<file path="src/logic/can_timing_pkg.sv">
// package: register map, field layout, reset values and bit-phase type
package can_timing_pkg;

  ////////////////////////////////////////////////////////////////////////////
  // register byte offsets
  localparam logic [7:0] OFS_CONTROL_ZERO = 8'h00;
  localparam logic [7:0] OFS_CONTROL_ONE = 8'h04;
  localparam logic [7:0] OFS_TIMING_ZERO = 8'h08;
  localparam logic [7:0] OFS_TIMING_ONE = 8'h0c;
  localparam logic [7:0] OFS_ACC_CONTROL = 8'h10;
  localparam logic [7:0] OFS_BIT_LENGTH = 8'h14;
  localparam logic [7:0] OFS_CODE_BASE = 8'h20;
  localparam logic [7:0] OFS_MASK_BASE = 8'h40;

  ////////////////////////////////////////////////////////////////////////////
  // control zero fields
  localparam int SLEEP_REQ_BIT = 0;
  localparam int INIT_REQ_BIT = 1;
  localparam int WAKEUP_EN_BIT = 2;
  // control one fields
  localparam int INIT_ACK_BIT = 0;
  localparam int SLEEP_ACK_BIT = 1;
  localparam int CLOCK_SEL_BIT = 6;
  // timing zero fields
  localparam int JUMP_MSB = 7;
  localparam int JUMP_LSB = 6;
  localparam int PRESC_MSB = 5;
  localparam int PRESC_LSB = 0;
  // timing one fields
  localparam int TRIPLE_BIT = 7;
  localparam int SEG2_MSB = 6;
  localparam int SEG2_LSB = 4;
  localparam int SEG1_MSB = 3;
  localparam int SEG1_LSB = 0;

  ////////////////////////////////////////////////////////////////////////////
  // reset values
  localparam logic RESET_SLEEP_REQ = 1'b0;
  localparam logic RESET_INIT_REQ = 1'b1;
  localparam logic RESET_WAKEUP_EN = 1'b0;
  localparam logic RESET_CLOCK_SEL = 1'b0;
  localparam logic [7:0] RESET_TIMING_ZERO = 8'h00;
  localparam logic [7:0] RESET_TIMING_ONE = 8'h00;
  localparam logic [7:0] RESET_FILTER = 8'h00;
  localparam logic RECESSIVE = 1'b1;

  // phases of one bit time
  typedef enum logic [1:0] {
    PH_SYNC = 2'b00,
    PH_SEG_ONE = 2'b01,
    PH_SEG_TWO = 2'b10
  } phase_e;

endpackage : can_timing_pkg

</file>
<file path="src/logic/bit_sampler.sv">
// bit sampler: single sample or majority of three at the sample point
`timescale 1ns/100ps
`default_nettype none
module bit_sampler (
  // clock and reset
  input wire logic clk,
  input wire logic rst,
  // timing strobes
  input wire logic tq_tick,
  input wire logic in_seg_one,
  input wire logic take,
  input wire logic triple,
  // synchronised bus level
  input wire logic rx,
  // sampled bit
  output logic bit_value,
  output logic bit_valid
);

  typedef struct packed {
    logic [1:0] hist;
    logic value;
    logic valid;
  } state_s;

  state_s st_reg;
  state_s st_next;
  logic vote;

  // majority of two earlier quanta and the sample point
  assign vote = (st_reg.hist[1] & st_reg.hist[0]) | (st_reg.hist[1] & rx) |
                (st_reg.hist[0] & rx);

  ////////////////////////////////////////////////////////////////////////////
  // history needs two quanta of phase one before the point
  always_comb begin
    st_next = st_reg;
    st_next.valid = 1'b0;
    if (tq_tick && in_seg_one) begin
      st_next.hist = {st_reg.hist[0], rx};
    end
    if (take) begin
      st_next.value = triple ? vote : rx;
      st_next.valid = 1'b1;
    end
  end

  assign bit_value = st_reg.value;
  assign bit_valid = st_reg.valid;

  always_ff @(posedge clk or posedge rst) begin
    if (rst) begin
      st_reg <= 4'he; // history and value recessive, no false valid pulse
    end else begin
      st_reg <= st_next;
    end
  end
endmodule : bit_sampler
`default_nettype wire

</file>
<file path="src/logic/can_bit_timing_mode_handshake.sv">
// can bit timing, mode handshake and configuration registers on apb
//
// Summary of operation
// - sleep ack rises once sleep is entered; sleep is request and ack both set
// - bus activity while asleep clears sleep ack when wake-up is enabled
// - init ack follows init request; init mode is request and ack both set
// - control one, timing, acceptance registers writable only in init mode
// - jump width code 0 to 3 limits resync to 1 to 4 quanta
// - prescaler divides module clock by field value plus one, 1 to 64
// - single sample mode takes the bus level at the sample point
// - triple sample mode takes majority of three samples
// - segment two lasts field plus one quanta; zero code invalid
// - segment one lasts field plus one quanta; codes 0 to 2 invalid
// - bit time follows module clock, prescaler and quanta per bit
// - software cannot clear sleep request before sleep is acknowledged
// - software cannot clear init request before init is acknowledged
// - transmit pin goes recessive at once when init is requested
// - clock select bit picks oscillator at 0, bus clock at 1
//
// Chosen here: the register addresses and the APB register port.
`timescale 1ns/100ps
`default_nettype none
module can_bit_timing_mode_handshake (
  // clock and reset
  input wire logic CLK,
  input wire logic RST,
  // apb slave
  input wire logic PSEL,
  input wire logic PENABLE,
  input wire logic PWRITE,
  input wire logic [7:0] PADDR,
  input wire logic [31:0] PWDATA,
  output logic [31:0] PRDATA,
  output logic PREADY,
  output logic PSLVERR,
  // oscillator clock enable, same clock domain
  input wire logic OSC_TICK,
  // can pins
  input wire logic CAN_RX,
  output logic CAN_TX,
  // frame logic side
  input wire logic TX_BIT,
  output logic RX_BIT,
  output logic RX_BIT_VALID,
  output logic BIT_START,
  output logic INIT_ACTIVE,
  output logic SLEEP_ACTIVE
);

  typedef struct packed {
    logic sleep_request;
    logic init_request;
    logic wakeup_enable;
    logic sleep_ack;
    logic init_ack;
    logic clock_select;
    logic [7:0] timing_zero;
    logic [7:0] timing_one;
    logic [7:0] acc_control;
    logic [7:0][7:0] codes;
    logic [7:0][7:0] masks;
    logic rx_meta;
    logic rx_sync;
    logic rx_prev;
    can_timing_pkg::phase_e phase;
    logic [4:0] cnt;
    logic [2:0] ext;
    logic [2:0] shrink;
    logic [31:0] prdata;
    logic tx;
    logic bit_start;
  } state_s;

  localparam state_s RESET_STATE = '{
    sleep_request: can_timing_pkg::RESET_SLEEP_REQ,
    init_request: can_timing_pkg::RESET_INIT_REQ,
    wakeup_enable: can_timing_pkg::RESET_WAKEUP_EN,
    sleep_ack: 1'b0,
    init_ack: can_timing_pkg::RESET_INIT_REQ,
    clock_select: can_timing_pkg::RESET_CLOCK_SEL,
    timing_zero: can_timing_pkg::RESET_TIMING_ZERO,
    timing_one: can_timing_pkg::RESET_TIMING_ONE,
    acc_control: can_timing_pkg::RESET_FILTER,
    codes: {8{can_timing_pkg::RESET_FILTER}},
    masks: {8{can_timing_pkg::RESET_FILTER}},
    rx_meta: can_timing_pkg::RECESSIVE,
    rx_sync: can_timing_pkg::RECESSIVE,
    rx_prev: can_timing_pkg::RECESSIVE,
    phase: can_timing_pkg::PH_SYNC,
    cnt: 5'h00,
    ext: 3'h0,
    shrink: 3'h0,
    prdata: 32'h0000_0000,
    tx: can_timing_pkg::RECESSIVE,
    bit_start: 1'b0
  };

  state_s st_reg;
  state_s st_next;

  logic init_active;
  logic sleep_active;
  logic halt;
  logic fall;
  logic wake;
  logic mclk_en;
  logic tq_tick;
  logic take;
  logic is_code;
  logic is_mask;
  logic mapped;
  logic wr_en;
  logic [31:0] rd_data;
  logic [5:0] presc;
  logic [2:0] jump_q;
  logic [4:0] seg1_len;
  logic [3:0] seg2_len;
  logic [4:0] seg2_left;
  logic [4:0] late_err;
  logic seg1_last;
  logic seg2_last;
  logic [11:0] bit_len;

  ////////////////////////////////////////////////////////////////////////////
  // mode status and bus events
  assign init_active = st_reg.init_request & st_reg.init_ack;
  assign sleep_active = st_reg.sleep_request & st_reg.sleep_ack;
  // engine stops the moment init is requested, not only once acked
  assign halt = st_reg.init_request | sleep_active;
  // recessive to dominant edge seen after the synchroniser
  assign fall = (st_reg.rx_prev == can_timing_pkg::RECESSIVE) &&
                (st_reg.rx_sync != can_timing_pkg::RECESSIVE);
  assign wake = sleep_active & st_reg.wakeup_enable & fall;
  assign mclk_en = st_reg.clock_select ? 1'b1 : OSC_TICK;

  ////////////////////////////////////////////////////////////////////////////
  // field decode and segment arithmetic
  assign presc = st_reg.timing_zero[can_timing_pkg::PRESC_MSB:can_timing_pkg::PRESC_LSB];
  assign jump_q = {1'b0, st_reg.timing_zero[can_timing_pkg::JUMP_MSB:can_timing_pkg::JUMP_LSB]}
                  + 3'h1;
  assign seg1_len = {1'b0, st_reg.timing_one[can_timing_pkg::SEG1_MSB:can_timing_pkg::SEG1_LSB]}
                    + 5'h01 + {2'b00, st_reg.ext};
  assign seg2_len = {1'b0, st_reg.timing_one[can_timing_pkg::SEG2_MSB:can_timing_pkg::SEG2_LSB]}
                    + 4'h1 - {1'b0, st_reg.shrink};
  assign seg2_left = {1'b0, seg2_len} - st_reg.cnt;
  assign late_err = st_reg.cnt + 5'h01;
  assign seg1_last = (st_reg.cnt == seg1_len - 5'h01);
  // >= so a shortened segment two still ends
  assign seg2_last = (st_reg.cnt >= {1'b0, seg2_len} - 5'h01);
  assign take = tq_tick && !halt && (st_reg.phase == can_timing_pkg::PH_SEG_ONE) && seg1_last;
  // module clocks per bit, shown for software
  assign bit_len = 12'(({1'b0, presc} + 7'h01) *
                   ({1'b0, st_reg.timing_one[can_timing_pkg::SEG1_MSB:can_timing_pkg::SEG1_LSB]}
                   + {2'b00, st_reg.timing_one[can_timing_pkg::SEG2_MSB:can_timing_pkg::SEG2_LSB]}
                   + 5'h03));

  ////////////////////////////////////////////////////////////////////////////
  // apb decode
  assign is_code = (PADDR[7:5] == can_timing_pkg::OFS_CODE_BASE[7:5]) && (PADDR[1:0] == 2'b00);
  assign is_mask = (PADDR[7:5] == can_timing_pkg::OFS_MASK_BASE[7:5]) && (PADDR[1:0] == 2'b00);
  assign wr_en = PSEL & PENABLE & PWRITE & mapped;

  // read mux, reserved bits read as zero
  always_comb begin
    rd_data = 32'h0000_0000;
    mapped = 1'b1;
    if (PADDR == can_timing_pkg::OFS_CONTROL_ZERO) begin
      rd_data[can_timing_pkg::SLEEP_REQ_BIT] = st_reg.sleep_request;
      rd_data[can_timing_pkg::INIT_REQ_BIT] = st_reg.init_request;
      rd_data[can_timing_pkg::WAKEUP_EN_BIT] = st_reg.wakeup_enable;
    end else if (PADDR == can_timing_pkg::OFS_CONTROL_ONE) begin
      rd_data[can_timing_pkg::INIT_ACK_BIT] = st_reg.init_ack;
      rd_data[can_timing_pkg::SLEEP_ACK_BIT] = st_reg.sleep_ack;
      rd_data[can_timing_pkg::CLOCK_SEL_BIT] = st_reg.clock_select;
    end else if (PADDR == can_timing_pkg::OFS_TIMING_ZERO) begin
      rd_data[7:0] = st_reg.timing_zero;
    end else if (PADDR == can_timing_pkg::OFS_TIMING_ONE) begin
      rd_data[7:0] = st_reg.timing_one;
    end else if (PADDR == can_timing_pkg::OFS_ACC_CONTROL) begin
      rd_data[7:0] = st_reg.acc_control;
    end else if (PADDR == can_timing_pkg::OFS_BIT_LENGTH) begin
      rd_data[11:0] = bit_len;
    end else if (is_code) begin
      rd_data[7:0] = st_reg.codes[PADDR[4:2]];
    end else if (is_mask) begin
      rd_data[7:0] = st_reg.masks[PADDR[4:2]];
    end else begin
      mapped = 1'b0;
    end
  end

  // zero wait states; error only on unmapped access phase
  assign PREADY = 1'b1;
  assign PSLVERR = PSEL & PENABLE & !mapped;

  ////////////////////////////////////////////////////////////////////////////
  // next state of registers, handshake and bit engine
  always_comb begin
    st_next = st_reg;
    st_next.bit_start = 1'b0;
    // two-stage synchroniser, then edge history
    st_next.rx_meta = CAN_RX;
    st_next.rx_sync = st_reg.rx_meta;
    st_next.rx_prev = st_reg.rx_sync;
    // read data captured in setup, held through access
    if (PSEL && !PENABLE) begin
      st_next.prdata = rd_data;
    end
    if (wr_en && PADDR == can_timing_pkg::OFS_CONTROL_ZERO) begin
      st_next.wakeup_enable = PWDATA[can_timing_pkg::WAKEUP_EN_BIT];
      st_next.sleep_request = PWDATA[can_timing_pkg::SLEEP_REQ_BIT] |
                              (st_reg.sleep_request & !st_reg.sleep_ack);
      st_next.init_request = PWDATA[can_timing_pkg::INIT_REQ_BIT] |
                             (st_reg.init_request & !st_reg.init_ack);
    end
    // protected registers, silently dropped outside init mode
    if (wr_en && init_active) begin
      if (PADDR == can_timing_pkg::OFS_CONTROL_ONE) begin
        st_next.clock_select = PWDATA[can_timing_pkg::CLOCK_SEL_BIT];
      end
      if (PADDR == can_timing_pkg::OFS_TIMING_ZERO) begin
        st_next.timing_zero = PWDATA[7:0];
      end
      if (PADDR == can_timing_pkg::OFS_TIMING_ONE) begin
        st_next.timing_one = PWDATA[7:0];
      end
      if (PADDR == can_timing_pkg::OFS_ACC_CONTROL) begin
        st_next.acc_control = PWDATA[7:0];
      end
      if (is_code) begin
        st_next.codes[PADDR[4:2]] = PWDATA[7:0];
      end
      if (is_mask) begin
        st_next.masks[PADDR[4:2]] = PWDATA[7:0];
      end
    end
    // init ack trails the request by one cycle
    st_next.init_ack = st_reg.init_request;
    // sleep is entered only at a bit boundary with an idle bus
    if (!st_reg.sleep_request) begin
      st_next.sleep_ack = 1'b0;
    end else if (!st_reg.sleep_ack && st_reg.rx_sync == can_timing_pkg::RECESSIVE &&
                 (st_reg.phase == can_timing_pkg::PH_SYNC || init_active)) begin
      st_next.sleep_ack = 1'b1;
    end
    if (wake) begin
      st_next.sleep_ack = 1'b0;
      st_next.sleep_request = 1'b0;
    end
    // bit engine
    if (halt) begin
      st_next.phase = can_timing_pkg::PH_SYNC;
      st_next.cnt = 5'h00;
      st_next.ext = 3'h0;
      st_next.shrink = 3'h0;
    end else begin
      if (tq_tick) begin
        unique case (st_reg.phase)
          can_timing_pkg::PH_SYNC: begin
            st_next.phase = can_timing_pkg::PH_SEG_ONE;
            st_next.cnt = 5'h00;
            st_next.ext = 3'h0;
            st_next.shrink = 3'h0;
          end
          can_timing_pkg::PH_SEG_ONE: begin
            if (seg1_last) begin
              st_next.phase = can_timing_pkg::PH_SEG_TWO;
              st_next.cnt = 5'h00;
            end else begin
              st_next.cnt = st_reg.cnt + 5'h01;
            end
          end
          can_timing_pkg::PH_SEG_TWO: begin
            if (seg2_last) begin
              st_next.phase = can_timing_pkg::PH_SYNC;
              st_next.cnt = 5'h00;
              st_next.bit_start = 1'b1;
            end else begin
              st_next.cnt = st_reg.cnt + 5'h01;
            end
          end
          default: begin
            st_next.phase = can_timing_pkg::PH_SYNC;
          end
        endcase
      end
      // resync: late edge lengthens phase one, early edge cuts phase two
      if (fall && st_reg.phase == can_timing_pkg::PH_SEG_ONE) begin
        st_next.ext = (late_err > {2'b00, jump_q}) ? jump_q : late_err[2:0];
      end else if (fall && st_reg.phase == can_timing_pkg::PH_SEG_TWO) begin
        if (seg2_left <= {2'b00, jump_q}) begin
          st_next.phase = can_timing_pkg::PH_SEG_ONE;
          st_next.cnt = 5'h00;
          st_next.ext = 3'h0;
        end else begin
          st_next.shrink = jump_q;
        end
      end
    end
    // recessive in the same edge that latches the request
    st_next.tx = (st_next.init_request | st_next.sleep_ack) ?
                 can_timing_pkg::RECESSIVE : TX_BIT;
  end

  always_ff @(posedge CLK or posedge RST) begin
    if (RST) begin
      st_reg <= RESET_STATE;
    end else begin
      st_reg <= st_next;
    end
  end

  ////////////////////////////////////////////////////////////////////////////
  // quantum clock and sampling
  quantum_prescaler u_prescaler (
    .clk(CLK),
    .rst(RST),
    .clear(halt),
    .mclk_en(mclk_en),
    .divide(presc),
    .tq_tick(tq_tick)
  );

  bit_sampler u_sampler (
    .clk(CLK),
    .rst(RST),
    .tq_tick(tq_tick),
    .in_seg_one(st_reg.phase == can_timing_pkg::PH_SEG_ONE),
    .take(take),
    .triple(st_reg.timing_one[can_timing_pkg::TRIPLE_BIT]),
    .rx(st_reg.rx_sync),
    .bit_value(RX_BIT),
    .bit_valid(RX_BIT_VALID)
  );

  // outputs
  assign PRDATA = st_reg.prdata;
  assign CAN_TX = st_reg.tx;
  assign BIT_START = st_reg.bit_start;
  assign INIT_ACTIVE = init_active;
  assign SLEEP_ACTIVE = sleep_active;
endmodule : can_bit_timing_mode_handshake
`default_nettype wire

</file>
<file path="src/logic/quantum_prescaler.sv">
// time quantum prescaler: divides module clock enables by divide plus one
`timescale 1ns/100ps
`default_nettype none
module quantum_prescaler (
  // clock and reset
  input wire logic clk,
  input wire logic rst,
  // control
  input wire logic clear,
  input wire logic mclk_en,
  input wire logic [5:0] divide,
  // quantum pulse
  output logic tq_tick
);

  typedef struct packed {
    logic [5:0] cnt;
  } state_s;

  state_s st_reg;
  state_s st_next;

  ////////////////////////////////////////////////////////////////////////////
  // count module clock enables, wrap at divide
  always_comb begin
    st_next = st_reg;
    if (clear) begin
      st_next.cnt = 6'h00;
    end else if (mclk_en) begin
      st_next.cnt = (st_reg.cnt == divide) ? 6'h00 : st_reg.cnt + 6'h01;
    end
  end

  // one pulse per divide plus one enables
  assign tq_tick = !clear && mclk_en && (st_reg.cnt == divide);

  always_ff @(posedge clk or posedge rst) begin
    if (rst) begin
      st_reg <= '0;
    end else begin
      st_reg <= st_next;
    end
  end
endmodule : quantum_prescaler
`default_nettype wire

</file>
<file path="config.mk">
export PLATFORM = sky130hd
export DESIGN_NAME = can_bit_timing_mode_handshake
export DESIGN_NICKNAME = d
export VERILOG_FILES = /design/src/logic/can_timing_pkg.sv /design/src/logic/bit_sampler.sv /design/src/logic/can_bit_timing_mode_handshake.sv /design/src/logic/quantum_prescaler.sv
export SDC_FILE = /design/constraint.sdc
export NUM_CORES = 1
export LEC_CHECK = 0
export BUFFER_PORTS_ARGS = -buffer_cell sky130_fd_sc_hd__buf_2
export CORE_ASPECT_RATIO = 1.4
export CORE_MARGIN = 1
export CORE_UTILIZATION = 45
export DETAILED_ROUTE_END_ITERATION = 8
export SLEW_MARGIN = 20
export SYNTH_ARGS = -nofsm -noshare
export SYNTH_HDL_FRONTEND = slang
export SYNTH_SLANG_ARGS = --single-unit
</file>
<file path="constraint.sdc">
create_clock -name CLK -period 5.8 [get_ports CLK]
set_input_delay 0.29 -clock CLK [delete_from_list [all_inputs] [get_ports CLK]]
set_output_delay 0.29 -clock CLK [all_outputs]
set_load 0.03 [all_outputs]
</file>
# [Word-level counts from Yosys, hierarchy flattened]
# Index checks and enable logic that the tools add are counted.
[word_totals] in_bits=48 ff_bits=198 elab_cells=187
[classes] n_mul=1 reduce_logical=34 mux=64 addsub=13 n_bitwise=20 magnitude_cmp=5 eq_ne=11
[op_table] cell="64-bit bitwise mux" n=2
[op_table] cell="8-bit two-way mux" n=9
[op_table] cell="8-bit binary-select mux with 3-bit select" n=2
[op_table] cell="13-bit two-way mux" n=3
[op_table] cell="8-bit demux with 3-bit select" n=1
[op_table] cell="6-bit two-way mux" n=4
[op_table] cell="1-bit two-way mux" n=21
[op_table] cell="4-bit two-way mux" n=5
[op_table] cell="3-bit two-way mux" n=6
[op_table] cell="1-bit logical AND" n=17
[op_table] cell="8-bit by 4-bit == test with 1-bit output, second input constant" n=2
[op_table] cell="8-bit by 5-bit == test with 1-bit output, second input constant" n=2
[op_table] cell="5-bit two-way mux" n=3
[op_table] cell="5-bit case mux with 3 select lines" n=1
[op_table] cell="1-bit bitwise AND" n=13
[op_table] cell="7-bit by 6-bit multiplier with 12-bit output" n=1
[op_table] cell="2-bit AND reduction" n=6
[op_table] cell="10-bit two-way mux" n=1
[op_table] cell="9-bit two-way mux" n=1
[op_table] cell="8-bit by 3-bit == test with 1-bit output, second input constant" n=1
[op_table] cell="8-bit zero test" n=1
[op_table] cell="6-bit by 1-bit adder with 7-bit output, second input constant" n=1
[op_table] cell="7-bit two-way mux" n=1
[op_table] cell="5-bit by 2-bit adder with 6-bit output, second input constant" n=1
[op_table] cell="other kinds (30)" n=43

# [Logic depth before layout (Yosys ltp)]
# Gate-level depths: netlist of run 1.
[depth] depth_word=15 mapped_depth=19 mapped_depth_nobuf=19

# [Modules after synthesis]
# A second synthesis of run 1 with hierarchy kept.
[hier_totals] hier_cells=1013 area_unflattened_um2=11746.3
[modules_own_cells] module="can_bit_timing_mode_handshake" instances=1 cells_per_inst=963 area_per_inst_um2=11189.5
[modules_own_cells] module="quantum_prescaler" instances=1 cells_per_inst=36 area_per_inst_um2=390.4
[modules_own_cells] module="bit_sampler" instances=1 cells_per_inst=14 area_per_inst_um2=166.4

# [Worst setup path before layout of run 1]
# OpenSTA, ideal clock, no wires.
[synth_timing] kind="register to register" start="register st_reg[187] (netlist name)" end="register st_reg, in the netlist PRDATA[7]" path_buffers=0 setup_ns=0.083 path_stages_with_launch=20 t_arrival_ns=4.490 synth_period_minus_slack_ns=4.573 setup_slack_ns=1.227 cell_sequence="dfrtp_1 inv_1 ha_1 inv_1 ha_1 fa_1 xnor2_1 nor2_1 ha_1 inv_1 fa_1 fa_1 inv_1 ha_1 nor2b_1 o21a_1 o21a_1 o311ai_0 a21oi_1 o21ai_0"
[synth_via] elab_chain_len=9
[synth_rtl] element="start: declaration" line="can_bit_timing_mode_handshake.sv:98" source="state_s st_reg;"
[synth_rtl] element="start signal: assignment" line="can_bit_timing_mode_handshake.sv:309" source="st_reg <= st_next;"
[synth_rtl] element="4-bit by 3-bit adder with 5-bit output" line="can_bit_timing_mode_handshake.sv:154" source="+ {2'b00, st_reg.timing_one[can_timing_pkg::SEG2_MSB:can_timing_pkg::SEG2_LSB]}"
[synth_rtl] element="5-bit by 2-bit adder with 6-bit output" line="can_bit_timing_mode_handshake.sv:155" source="+ 5'h03));"
[synth_rtl] element="7-bit by 6-bit multiplier with 12-bit output" line="can_bit_timing_mode_handshake.sv:152" source="assign bit_len = 12'(({1'b0, presc} + 7'h01) *"
[synth_rtl] element="8-bit two-way mux" line="can_bit_timing_mode_handshake.sv:181" source="end else if (PADDR == can_timing_pkg::OFS_BIT_LENGTH) begin"
[synth_rtl] element="8-bit two-way mux" line="can_bit_timing_mode_handshake.sv:179" source="end else if (PADDR == can_timing_pkg::OFS_ACC_CONTROL) begin"
[synth_rtl] element="8-bit two-way mux" line="can_bit_timing_mode_handshake.sv:177" source="end else if (PADDR == can_timing_pkg::OFS_TIMING_ONE) begin"
[synth_rtl] element="8-bit two-way mux" line="can_bit_timing_mode_handshake.sv:175" source="end else if (PADDR == can_timing_pkg::OFS_TIMING_ZERO) begin"
[synth_rtl] element="5-bit two-way mux" line="can_bit_timing_mode_handshake.sv:171" source="end else if (PADDR == can_timing_pkg::OFS_CONTROL_ONE) begin"
[synth_rtl] element="9-bit two-way mux" line="can_bit_timing_mode_handshake.sv:167" source="if (PADDR == can_timing_pkg::OFS_CONTROL_ZERO) begin"
# Every way passes these cells.
# A chain may end at the register's enable or synchronous reset.

# [Worst setup path in the final report of run 1]
# Ends and elaborated chain as after synthesis.

==> results.md, run 1 <==
* Die Height at 195 um
* EDFF count, synth at 0
* Top-count cell post-synth: dfrtp_1
* Tot GR Track Use at 22.2%
* Ys Warns at 0
* Area delta synth->final at 7.49%
* Post-Syn Area at 0.0120 mm2
* Post-DP HPWL at 20.3 mm
* Slowest cell on crit path: fa_1
* Reg clk slew, reported paths at 0.07 ns
* Total Die Area at 0.0274 mm2
* Core area at 0.0262 mm2
* Minimum clock period at 5.16 ns
* Final wirelength at 28.3 mm
* H-tree levels at 4
* Setup TNS Final at 0 ns
* Top cell type by total area after synthesis: dfrtp_1
* RSZ-0062 raised after global routing: false
* GRT overflow at 0
* Synth area leaders: dfrtp_1 (39%), mux2_2 (15%), ha_1 (5.7%), mux4_2 (5.2%), fa_1 (3.3%)
* Worst r2r dst: PRDATA[7]
* Worst Setup Start Kind: flip-flop
* Leakage at 6.11 nW
* CTS buffer count at 17
* CP Class: flip-flop to flip-flop
* Worst slew pin tran at 1.07 ns
* Met2 usage at 41.0%
* Vias in the first global route at 8,450
* Flop2flop setup slack at 0.64 ns
* IO Port Bufs at 42
* Critical Path Source: st_reg[187]
* # fillers at 2,364
* Clk_lat worst skew at 0.44 ns
* CTS Buffer Depth at 2
* Most used routing layer: met2
* Period utilisation layout at 88.9%
* Setup crit end kind: flip-flop
* Relative slew slack at 28.0%
* DR pass1 iterations at 5
* Critical path depth in cells at 19
* Syn_area_per_cell at 11.5 um2
* Final core occ at 49.4%
* Post-CTS Setup Bufs at 0
* Mapped Cells at 1,046
* Die X at 140 um
* Via Count at 7,963
* Post-synthesis cell type count at 78
* Worst-path cell chain: inv_1, ha_1, inv_1, ha_1, fa_1, xnor2_1, nor2_1, ha_1, inv_1, fa_1, fa_1, inv_1, ha_1, nor2b_1, o21a_1, o21a_1, o311ai_0, a21oi_1, o21ai_0
* Io pins at 88
* Fmax at 0.194 GHz
* Post-synth top area share at 39.3%
* Maxcap violations at 0
* Placer congestion estimate at 0.837
* Max Fanout on Critical Path at 7
* Final Skew at 0.00873 ns
* DR vias/cell at 5.73
* FP Rows at 70
* Async SR Flop Fraction at 100%
* ANT nets after route at 0
* CTS tree: yes
* Top cells by count, synth: dfrtp_1 (189), mux2_2 (162), inv_1 (57), nand2_1 (57), ha_1 (55)
* Net count, final at 1,174
* Pin count of the biggest net entering global routing at 75
* Final hold violations at 0
* Multi-input logic area at 0.00643 mm2
* Reg area at 0.00497 mm2
* DRC viols at 0
* Initial Util at 45.9%
* CP peak stage delay at 0.55 ns
* R2r worst-path depth at 19
* Worst r2r src: st_reg[187]
* Power Total at 3.35 mW
* WP data required at 6.17 ns
* Max VDD drop at 217 uV
* Crit path DAT at 5.52 ns
* Pins over their slew limit at 0
* Largest register FFs at 165
* Number of DRC markers in iteration 0 at 381
* CTS sink count at 198
* Sequential area share after synthesis at 41.3%
* CP bufs+invs at 4
* Setup crit end: PRDATA[7]
* Layout cells sized above 1 at 29.6%
* Wire length per cell at 20.4 um
* GR Layer Usage met3 at 2.99%
* Global-route wire length before repair at 46.5 mm
* Hold Crit Class: input pin to flip-flop
* Power per Cell Area at 259 mW/mm2
* Top FF cell, synth: dfrtp_1
* Status: finished clean
* Met1 GRT Util at 26.1%
* Root Buffer: clkbuf_16
* Flops & latches, synth at 198
* Endpoints failing setup at 0
* Crit path max-delay family: adder cells
* Initial antenna violation count at 1
-- placed cells by master, fill, tap and decap left out, types with 8 or more instances in the layout --
cell | netlist | final
nor2b_1 | 18 | 18
nor2_1 | 31 | 31
inv_1 | 57 | 56
mux4_2 | 28 | 28
nand2b_1 | 12 | 12
dfrtp_1 | 189 | 189
ha_1 | 55 | 55
nand2_1 | 57 | 57
a211oi_1 | 8 | 8
dfstp_2 | 9 | 9
xnor2_1 | 14 | 14
buf_4 | 38 | 8
nand3_1 | 31 | 31
mux2_2 | 162 | 162
mux2i_1 | 18 | 18
conb_1 | 2 | 21
and3_1 | 9 | 9
clkbuf_16 | 0 | 17
o22ai_1 | 8 | 8
nor3_1 | 13 | 13
buf_2 | 9 | 41
fa_1 | 20 | 20
o21ai_0 | 42 | 42
a21oi_1 | 44 | 44
xor2_1 | 8 | 8
-- layout make-up --
type | instances | area share, %
Multi-Input combinational cell | 724 | 49.7
Tap cell | 324 | 3.13
Clock buffer | 19 | 3.43
Inverter | 59 | 1.77
Clock inverter | 13 | 1.33
Sequential cell | 198 | 38.4
Antenna cell | 1 | 0.0194
Timing Repair Buffer | 51 | 2.21
-- worst min-delay path by stage --
stage / startpoint / endpoint / slack (ns) / depth (start not counted)
3_3_place_gp: st_next[48] / st_next[47] / 0.35 / 0
5_1_grt: TX_BIT / CAN_TX / 0.04 / 2
6_report: TX_BIT / CAN_TX / 0.04 / 2
4_1_cts: TX_BIT / CAN_TX / 0.03 / 2
2_1_floorplan: CAN_RX / st_next[48] / 0.29 / 0
3_5_place_dp: st_next[48] / st_next[47] / 0.35 / 0
-- per-layer routing --
| layer | vias up | wire [um] |
|---|---|---|
| met5 | - | 0 |
| met2 | 129 | 15200 |
| li1 | 3706 | - |
| met1 | 4090 | 11800 |
| met3 | 38 | 686 |
| met4 | 0 | 733 |
-- cell families after synthesis --
group / after synthesis / synth area share, %
simple gates: 228 / 10.9
buf+inv: 143 / 5.93
other cells: 2 / 0.0624
flops: 198 / 41.3
xor+xnor: 24 / 1.92
mux: 209 / 22.0
compound gates: 167 / 8.82
fa+ha+maj: 75 / 9.05
-- timing repair --
item,CTS,global route
gates resized for setup,0,0
hold buffers,2,0
hold endpoints to repair,62,0
-- stage by stage --
step           setup WS (ns)  instances  instance area, um2  hold WS [ns]
2_1_floorplan          0.128       1065               12100         0.294
3_3_place_gp           0.728       1354               12300         0.348
3_5_place_dp           0.668       1354               12300         0.349
4_1_cts                0.628       1388               12900        0.0262
5_1_grt                0.317       1388               12900        0.0362
6_report               0.645       1389               12900        0.0394
-- power by group --
part           internal, mW  switching [mW]  total, mW
clock network         0.698           0.548       1.25
logic                 0.253           0.378      0.631
registers              1.42          0.0536       1.47
Power figures use the tool's default switching activity.
==> inputs of run 2 (changes only) <==
--- a/config.mk
+++ b/config.mk
@@ -5,11 +5,14 @@
 export SDC_FILE = /design/constraint.sdc
 export NUM_CORES = 1
 export LEC_CHECK = 0
-export BUFFER_PORTS_ARGS = -buffer_cell sky130_fd_sc_hd__buf_2
+export BUFFER_PORTS_ARGS = -buffer_cell sky130_fd_sc_hd__buf_4
+export CELL_PAD_IN_SITES_DETAIL_PLACEMENT = 1
+export CELL_PAD_IN_SITES_GLOBAL_PLACEMENT = 1
 export CORE_ASPECT_RATIO = 1.4
 export CORE_MARGIN = 1
 export CORE_UTILIZATION = 45
 export DETAILED_ROUTE_END_ITERATION = 8
+export PLACE_DENSITY_LB_ADDON = 0.1
 export SLEW_MARGIN = 20
 export SYNTH_ARGS = -nofsm -noshare
 export SYNTH_HDL_FRONTEND = slang
==> run 2 against run 1 <==
Largest power group unchanged. Sequential power about the same. Maximum frequency increased by 2.7%. Worst hold slack improved by 0.0012 ns. Highest routed layer unchanged. Worst setup slack improved by 0.13 ns. Critical path depth decreased by 3.
==> results.md, run 2 (synthesized netlist as in run 1, its figures left out) <==
* Tot GR Track Use at 24.2% (+1.9 points)
* Total Die Area at 0.0274 mm2 (unchanged)
* CP Class: flip-flop to flip-flop
* Final Skew at 0.0120 ns (+0.00323 ns)
* Global-route wire length before repair at 50.1 mm (+7.7%)
* Power Total at 3.30 mW (-1.6%)
* Initial Util at 45.9% (unchanged)
* Layout cells sized above 1 at 29.4% (-0.16 points)
* Minimum clock period at 5.02 ns (-0.134 ns)
* Slowest cell on crit path: fa_1
* CTS sink count at 198 (unchanged)
* Status: finished clean
* Max VDD drop at 204 uV (-6.1%)
* Vias in the first global route at 8,783 (+3.9%)
* Final WS setup at 0.779 ns (+0.134 ns)
* Via Count at 8,011 (+0.60%)
* Sw power at 973 uW (-0.62%)
* CTS tree: yes
* FP Rows at 70 (unchanged)
* Worst-path cell chain: inv_1, ha_1, inv_1, ha_1, fa_1, nand2b_1, fa_1, fa_1, fa_1, inv_1, ha_1, a21oi_1, xnor2_1, a311oi_1, o22ai_1, a211oi_1
* Post-DP HPWL at 21.9 mm (+8.1%)
* Placed insts at 1,354 (unchanged)
* Comb pwr share at 19.3% (+0.5 points)
* Die Height at 195 um (unchanged)
* IO Port Bufs at 42 (unchanged)
* WP data required at 6.14 ns (-0.03 ns)
* # resized after CTS at 0 (unchanged)
* Final wirelength at 30.6 mm (+8.0%)
* Initial antenna violation count at 0 (-1)
* Final Cell Area at 0.0130 mm2 (+0.42%)
* Root Buffer: clkbuf_16
* Net count, final at 1,173 (-0.085%)
* Period utilisation layout at 86.6% (-2.3 points)
* DR vias/cell at 5.78 (+0.75%)
* Hold Crit Class: input pin to flip-flop
* Area of placed instances at 0.0124 mm2 (+0.83%)
* Final hold violations at 0 (unchanged)
* Switching Share at 29.5% (+0.29 points)
* Reg clk slew, reported paths at 0.07 ns (about the same)
* Sequential share of power at 44.7% (+0.7 points)
* Setup crit end kind: flip-flop
* DRC viols at 0 (unchanged)
* Most common cell after layout, fill and taps aside: dfrtp_1
* Io pins at 88 (unchanged)
* Antenna diodes at 0 (-1)
* CP bufs+invs at 3 (-1)
* # fillers at 2,787 (+18%)
* Endpoints failing setup at 0 (unchanged)
* Dpl ws at 0.736 ns (+0.0683 ns)
* ANT nets after route at 0 (unchanged)
* H-tree levels at 4 (unchanged)
* Fmax at 0.199 GHz (+2.7%)
* Clk_lat worst skew at 0.44 ns (about the same)
* Number of DRC markers in iteration 0 at 283 (-26%)
* Leakage at 6.11 nW (about the same)
* Core area at 0.0262 mm2 (unchanged)
* Worst Setup Start Kind: flip-flop
* Clk pwr share at 35.9% (-1.3 points)
* Crit path DAT at 5.36 ns (-0.16 ns)
* Non-Filler Instances at 1,387 (-0.14%)
* Max Fanout on Critical Path at 7 (unchanged)
* Pin count of the biggest net entering global routing at 141 (+88%)
* CTS buffer count at 17 (unchanged)
* GRT overflow at 0 (unchanged)
* CP dominant cell by count: fa_1
* Internal cell power at 2.32 mW (-2.0%)
* Power per Cell Area at 254 mW/mm2 (-2.0%)
* RSZ-0062 raised after global routing: false
* Setup TNS Final at 0 ns (unchanged)
* Relative slew slack at 32.7% (+4.6 points)
* Wire length per cell at 22.1 um (+8.1%)
* DR pass1 iterations at 4 (-1)
* Area delta synth->final at 7.94%
* Maxcap violations at 0 (unchanged)
* Die X at 140 um (unchanged)
* Placer congestion estimate at 0.813 (-2.9%)
* Pins over their slew limit at 0 (unchanged)
* Commonest non-fill, non-tap cells in the layout: dfrtp_1 (189), mux2_2 (162), nand2_1 (57), inv_1 (56), ha_1 (55)
* CTS Buffer Depth at 2 (unchanged)
* CP peak stage delay at 0.64 ns (+0.09 ns)
* Largest register FFs at 165 (unchanged)
* WHS at 0.0407 ns (+0.00122 ns)
* Crit path max-delay family: adder cells
* Final core occ at 49.6% (+0.21 points)
* Worst slew pin tran at 0.984 ns (-0.0852 ns)
==> run 2: changes by cell type in the layout (fill, tap and decap cells not counted), sizes merged <==
cell         previous run  this run
bufinv                  3         1
diode                   1         0
clkbuf                 19        24
dlygate4sd3             2         1
clkinvlp                3         1
inv                    62        61
==> run 2: repair_timing <==
action,in CTS,in global routing
endpoints found under the hold margin,1,0
buffers inserted,0,0
setup endpoints to repair,0,0
hold buffers,1,0
==> run 2: worst register-to-register path: cells and delay by family (launching register included) <==
family	cells	cell delay (ns)
and+or+nand+nor	1	0.13
AOI/OAI and AO/OA	4	1.03
DFF	1	0.39
buffers and inverters	3	0.19
adders and majority gates	7	3.02
xor gates and xnor gates	1	0.16
==> run 2: power by group through the flow <==
stage          Clock (mW)  Combinational, mW  Sequential, mW
2_1_floorplan           0              0.511            1.48
3_3_place_gp            0              0.628            1.50
3_5_place_dp            0              0.643            1.50
4_1_cts              1.21              0.648            1.48
5_1_grt              1.26              0.710            1.48
6_report             1.19              0.637            1.48
==> run 2: final timing paths <==
check                           cells past startpoint  slack (ns)        start     endpoint
worst max-delay path                               16        0.78  st_reg[187]    PRDATA[6]
worst max register to register                     16        0.78  st_reg[187]    PRDATA[6]
worst min-delay path                                2        0.04       TX_BIT       CAN_TX
max in group asynchronous                           3        4.31          RST  st_reg[179]
min in group asynchronous                           2        0.07          RST  st_reg[171]
worst min register to register                      0        0.36  st_next[48]  st_next[47]
==> run 2: layer usage <==
metal  GRT usage, %  up-vias  part of all wire [%]
met5              0        -                     0
met4           7.86        0                   2.2
met3           2.99       36                   1.8
li1               -     3700                     -
met1           28.2     4191                    40
met2           45.5       84                    56
==> run 2: layout make-up <==
class / instances / area (um2) / area share, %
multi-input cells: 724 / 6430 / 49.5
flip-flops and latches: 198 / 4970 / 38.2
clock buffers: 24 / 492 / 3.79
well taps: 324 / 405 / 3.12
repair buffers: 50 / 378 / 2.91
inverters: 59 / 229 / 1.76
clock inverters: 8 / 86.3 / 0.665
==> inputs of run 3 (changes only) <==
--- a/config.mk
+++ b/config.mk
@@ -6,7 +6,7 @@
 export NUM_CORES = 1
 export LEC_CHECK = 0
 export BUFFER_PORTS_ARGS = -buffer_cell sky130_fd_sc_hd__buf_4
-export CELL_PAD_IN_SITES_DETAIL_PLACEMENT = 1
+export CELL_PAD_IN_SITES_DETAIL_PLACEMENT = 0
 export CELL_PAD_IN_SITES_GLOBAL_PLACEMENT = 1
 export CORE_ASPECT_RATIO = 1.4
 export CORE_MARGIN = 1
==> run 3 against run 2 <==
Clock power up 4%. Total power up 1.5%. Global-route usage down 1.1 points. Die area unchanged. Critical endpoint is now PRDATA[7].
==> results.md, run 3 (synthesized netlist as in run 1, its figures left out) <==
* Hold Crit Class: input pin to async pin
* WP data required at 6.16 ns (+0.02 ns)
* Post-Route M1 WL at 12.4 mm (about the same)
* Power per Cell Area at 257 mW/mm2 (+1.2%)
* Leakage at 6.13 nW (+0.30%)
* Worst Setup Start Kind: flip-flop
* Endpoints failing setup at 0 (unchanged)
* CTS Buffer Depth at 2 (unchanged)
* ANT nets after route at 0 (unchanged)
* Number of DRC markers in iteration 0 at 250 (-12%)
* Total Die Area at 0.0274 mm2 (unchanged)
* Post-CTS Setup Bufs at 0 (unchanged)
* Area delta synth->final at 8.28%
* Post-DP HPWL at 20.9 mm (-4.8%)
* Placed insts at 1,354 (unchanged)
* DRC viols at 0 (unchanged)
* Antenna diodes at 0 (unchanged)
* CP Class: flip-flop to flip-flop
* Relative slew slack at 31.1% (-1.6 points)
* DR vias/cell at 5.71 (-1.1%)
* IO Port Bufs at 42 (unchanged)
* Most common cell after layout, fill and taps aside: dfrtp_1
* Final hold violations at 0 (unchanged)
* Maxcap violations at 0 (unchanged)
* Global-route wire length before repair at 48.0 mm (-4.2%)
* Non-Filler Instances at 1,387 (unchanged)
* Pins over their slew limit at 0 (unchanged)
* # resized after CTS at 0 (unchanged)
* Worst slew pin tran at 1.01 ns (+0.0228 ns)
* Met3 Routed Length at 452 um (-16%)
* H-tree levels at 4 (unchanged)
* DR WL met2 at 16.0 mm (-5.6%)
* Crit path DAT at 5.30 ns (-0.06 ns)
* Die Height at 195 um (unchanged)
* Initial Util at 45.9% (unchanged)
* Final core occ at 49.7% (+0.16 points)
* Via Count at 7,919 (-1.1%)
* Placer congestion estimate at 0.813 (unchanged)
* CTS buffer count at 17 (unchanged)
* CTS sink count at 198 (unchanged)
* FP Rows at 70 (unchanged)
* Net count, final at 1,173 (unchanged)
* RSZ-0062 raised after global routing: false
* Minimum clock period at 4.94 ns (-0.0816 ns)
* Tot GR Track Use at 23.1% (-1.1 points)
* Core area at 0.0262 mm2 (unchanged)
* Period utilisation layout at 85.2% (-1.4 points)
* Wire length per cell at 21.2 um (-4.1%)
* Reg clk slew, reported paths at 0.08 ns (about the same)
* Initial antenna violation count at 0 (unchanged)
* Layout cells sized above 1 at 29.7% (+0.28 points)
* Root Buffer: clkbuf_16
* Commonest non-fill, non-tap cells in the layout: dfrtp_1 (189), mux2_2 (162), nand2_1 (57), inv_1 (56), ha_1 (55)
* Clk_lat worst skew at 0.44 ns (about the same)
* Largest register FFs at 165 (unchanged)
* Max layer used: met4
* Power Total at 3.35 mW (+1.5%)
* Setup crit end kind: flip-flop
* Final Skew at 0.0120 ns (+0.0000195 ns)
* Die X at 140 um (unchanged)
* Fmax at 0.202 GHz (+1.7%)
* DR pass1 iterations at 5 (+1)
* Pin count of the biggest net entering global routing at 141 (unchanged)
* GRT overflow at 0 (unchanged)
* Max VDD drop at 200 uV (-1.9%)
* Setup TNS Final at 0 ns (unchanged)
* Final wirelength at 29.3 mm (-4.1%)
* Io pins at 88 (unchanged)
* Vias in the first global route at 8,336 (-5.1%)
* R2r worst-path depth at 17 (+1)
* CTS tree: yes
* Max Fanout on Critical Path at 7 (unchanged)
* Status: finished clean
[run 3: changes by cell type in the layout (fill, tap and decap cells not counted), sizes merged]
cell / before / now
clkbuf: 24 / 17
clkinv: 4 / 9
bufinv: 1 / 2
inv: 61 / 62
[run 3: area by class of cell]
type	count	area [um2]
Fill cell	2427	13200
Multi-Input combinational cell	724	6430
Sequential cell	198	4970
Clock buffer	17	425
Tap cell	324	405
Timing Repair Buffer	50	378
Inverter	59	229
Clock inverter	15	194
[run 3: what timing repair did]
item	CTS	global route
hold endpoints to repair	1	0
endpoints found under the setup margin	0	0
hold buffers	1	0
[run 3: metrics by stage]
| step | cell area (um2) | setup slack (ns) | hold slack, ns |
|---|---|---|---|
| after global placement | 12400 | 0.791 | 0.351 |
| final | 13000 | 0.860 | 0.0455 |
| after floorplan | 12100 | 0.128 | 0.294 |
| after detailed placement | 12400 | 0.784 | 0.350 |
| after CTS | 13000 | 0.773 | 0.0295 |
| after global routing | 13000 | 0.554 | 0.0392 |
[run 3: worst paths after layout]
check,start,end,slack (ns)
min reg2reg,st_next[48],st_next[47],0.36
max in group asynchronous,RST,st_reg[192],4.29
min in group CLK,TX_BIT,CAN_TX,0.05
max reg2reg,st_reg[187],PRDATA[7],0.86
min,RST,st_reg[171],0.05
max,st_reg[187],PRDATA[7],0.86
[run 3: where the power goes]
group          internal, mW  leakage, nW  switching, mW
registers              1.42         2.70         0.0532
logic                 0.258         3.14          0.371
clock network         0.657        0.300          0.587
[run 3: worst max-delay path: stages (launching register included)]
cell and delay (ns):
dfrtp_1 0.39, inv_1 0.12, ha_1 0.29, inv_1 0.04, ha_1 0.21, fa_1 0.63, nand2b_1 0.12, fa_1 0.56
fa_1 0.44, fa_1 0.54, inv_1 0.04, ha_1 0.32, nor2b_1 0.14, o21a_1 0.17, o21a_1 0.20, o311ai_0 0.37
a21oi_1 0.12, o21ai_0 0.16
[run 3: layer usage]
metal / global-route usage [%] / up-vias
met5: 0 / -
met4: 6.35 / 0
met3: 2.80 / 23
met2: 43.0 / 79
met1: 27.8 / 4103
li1: - / 3714
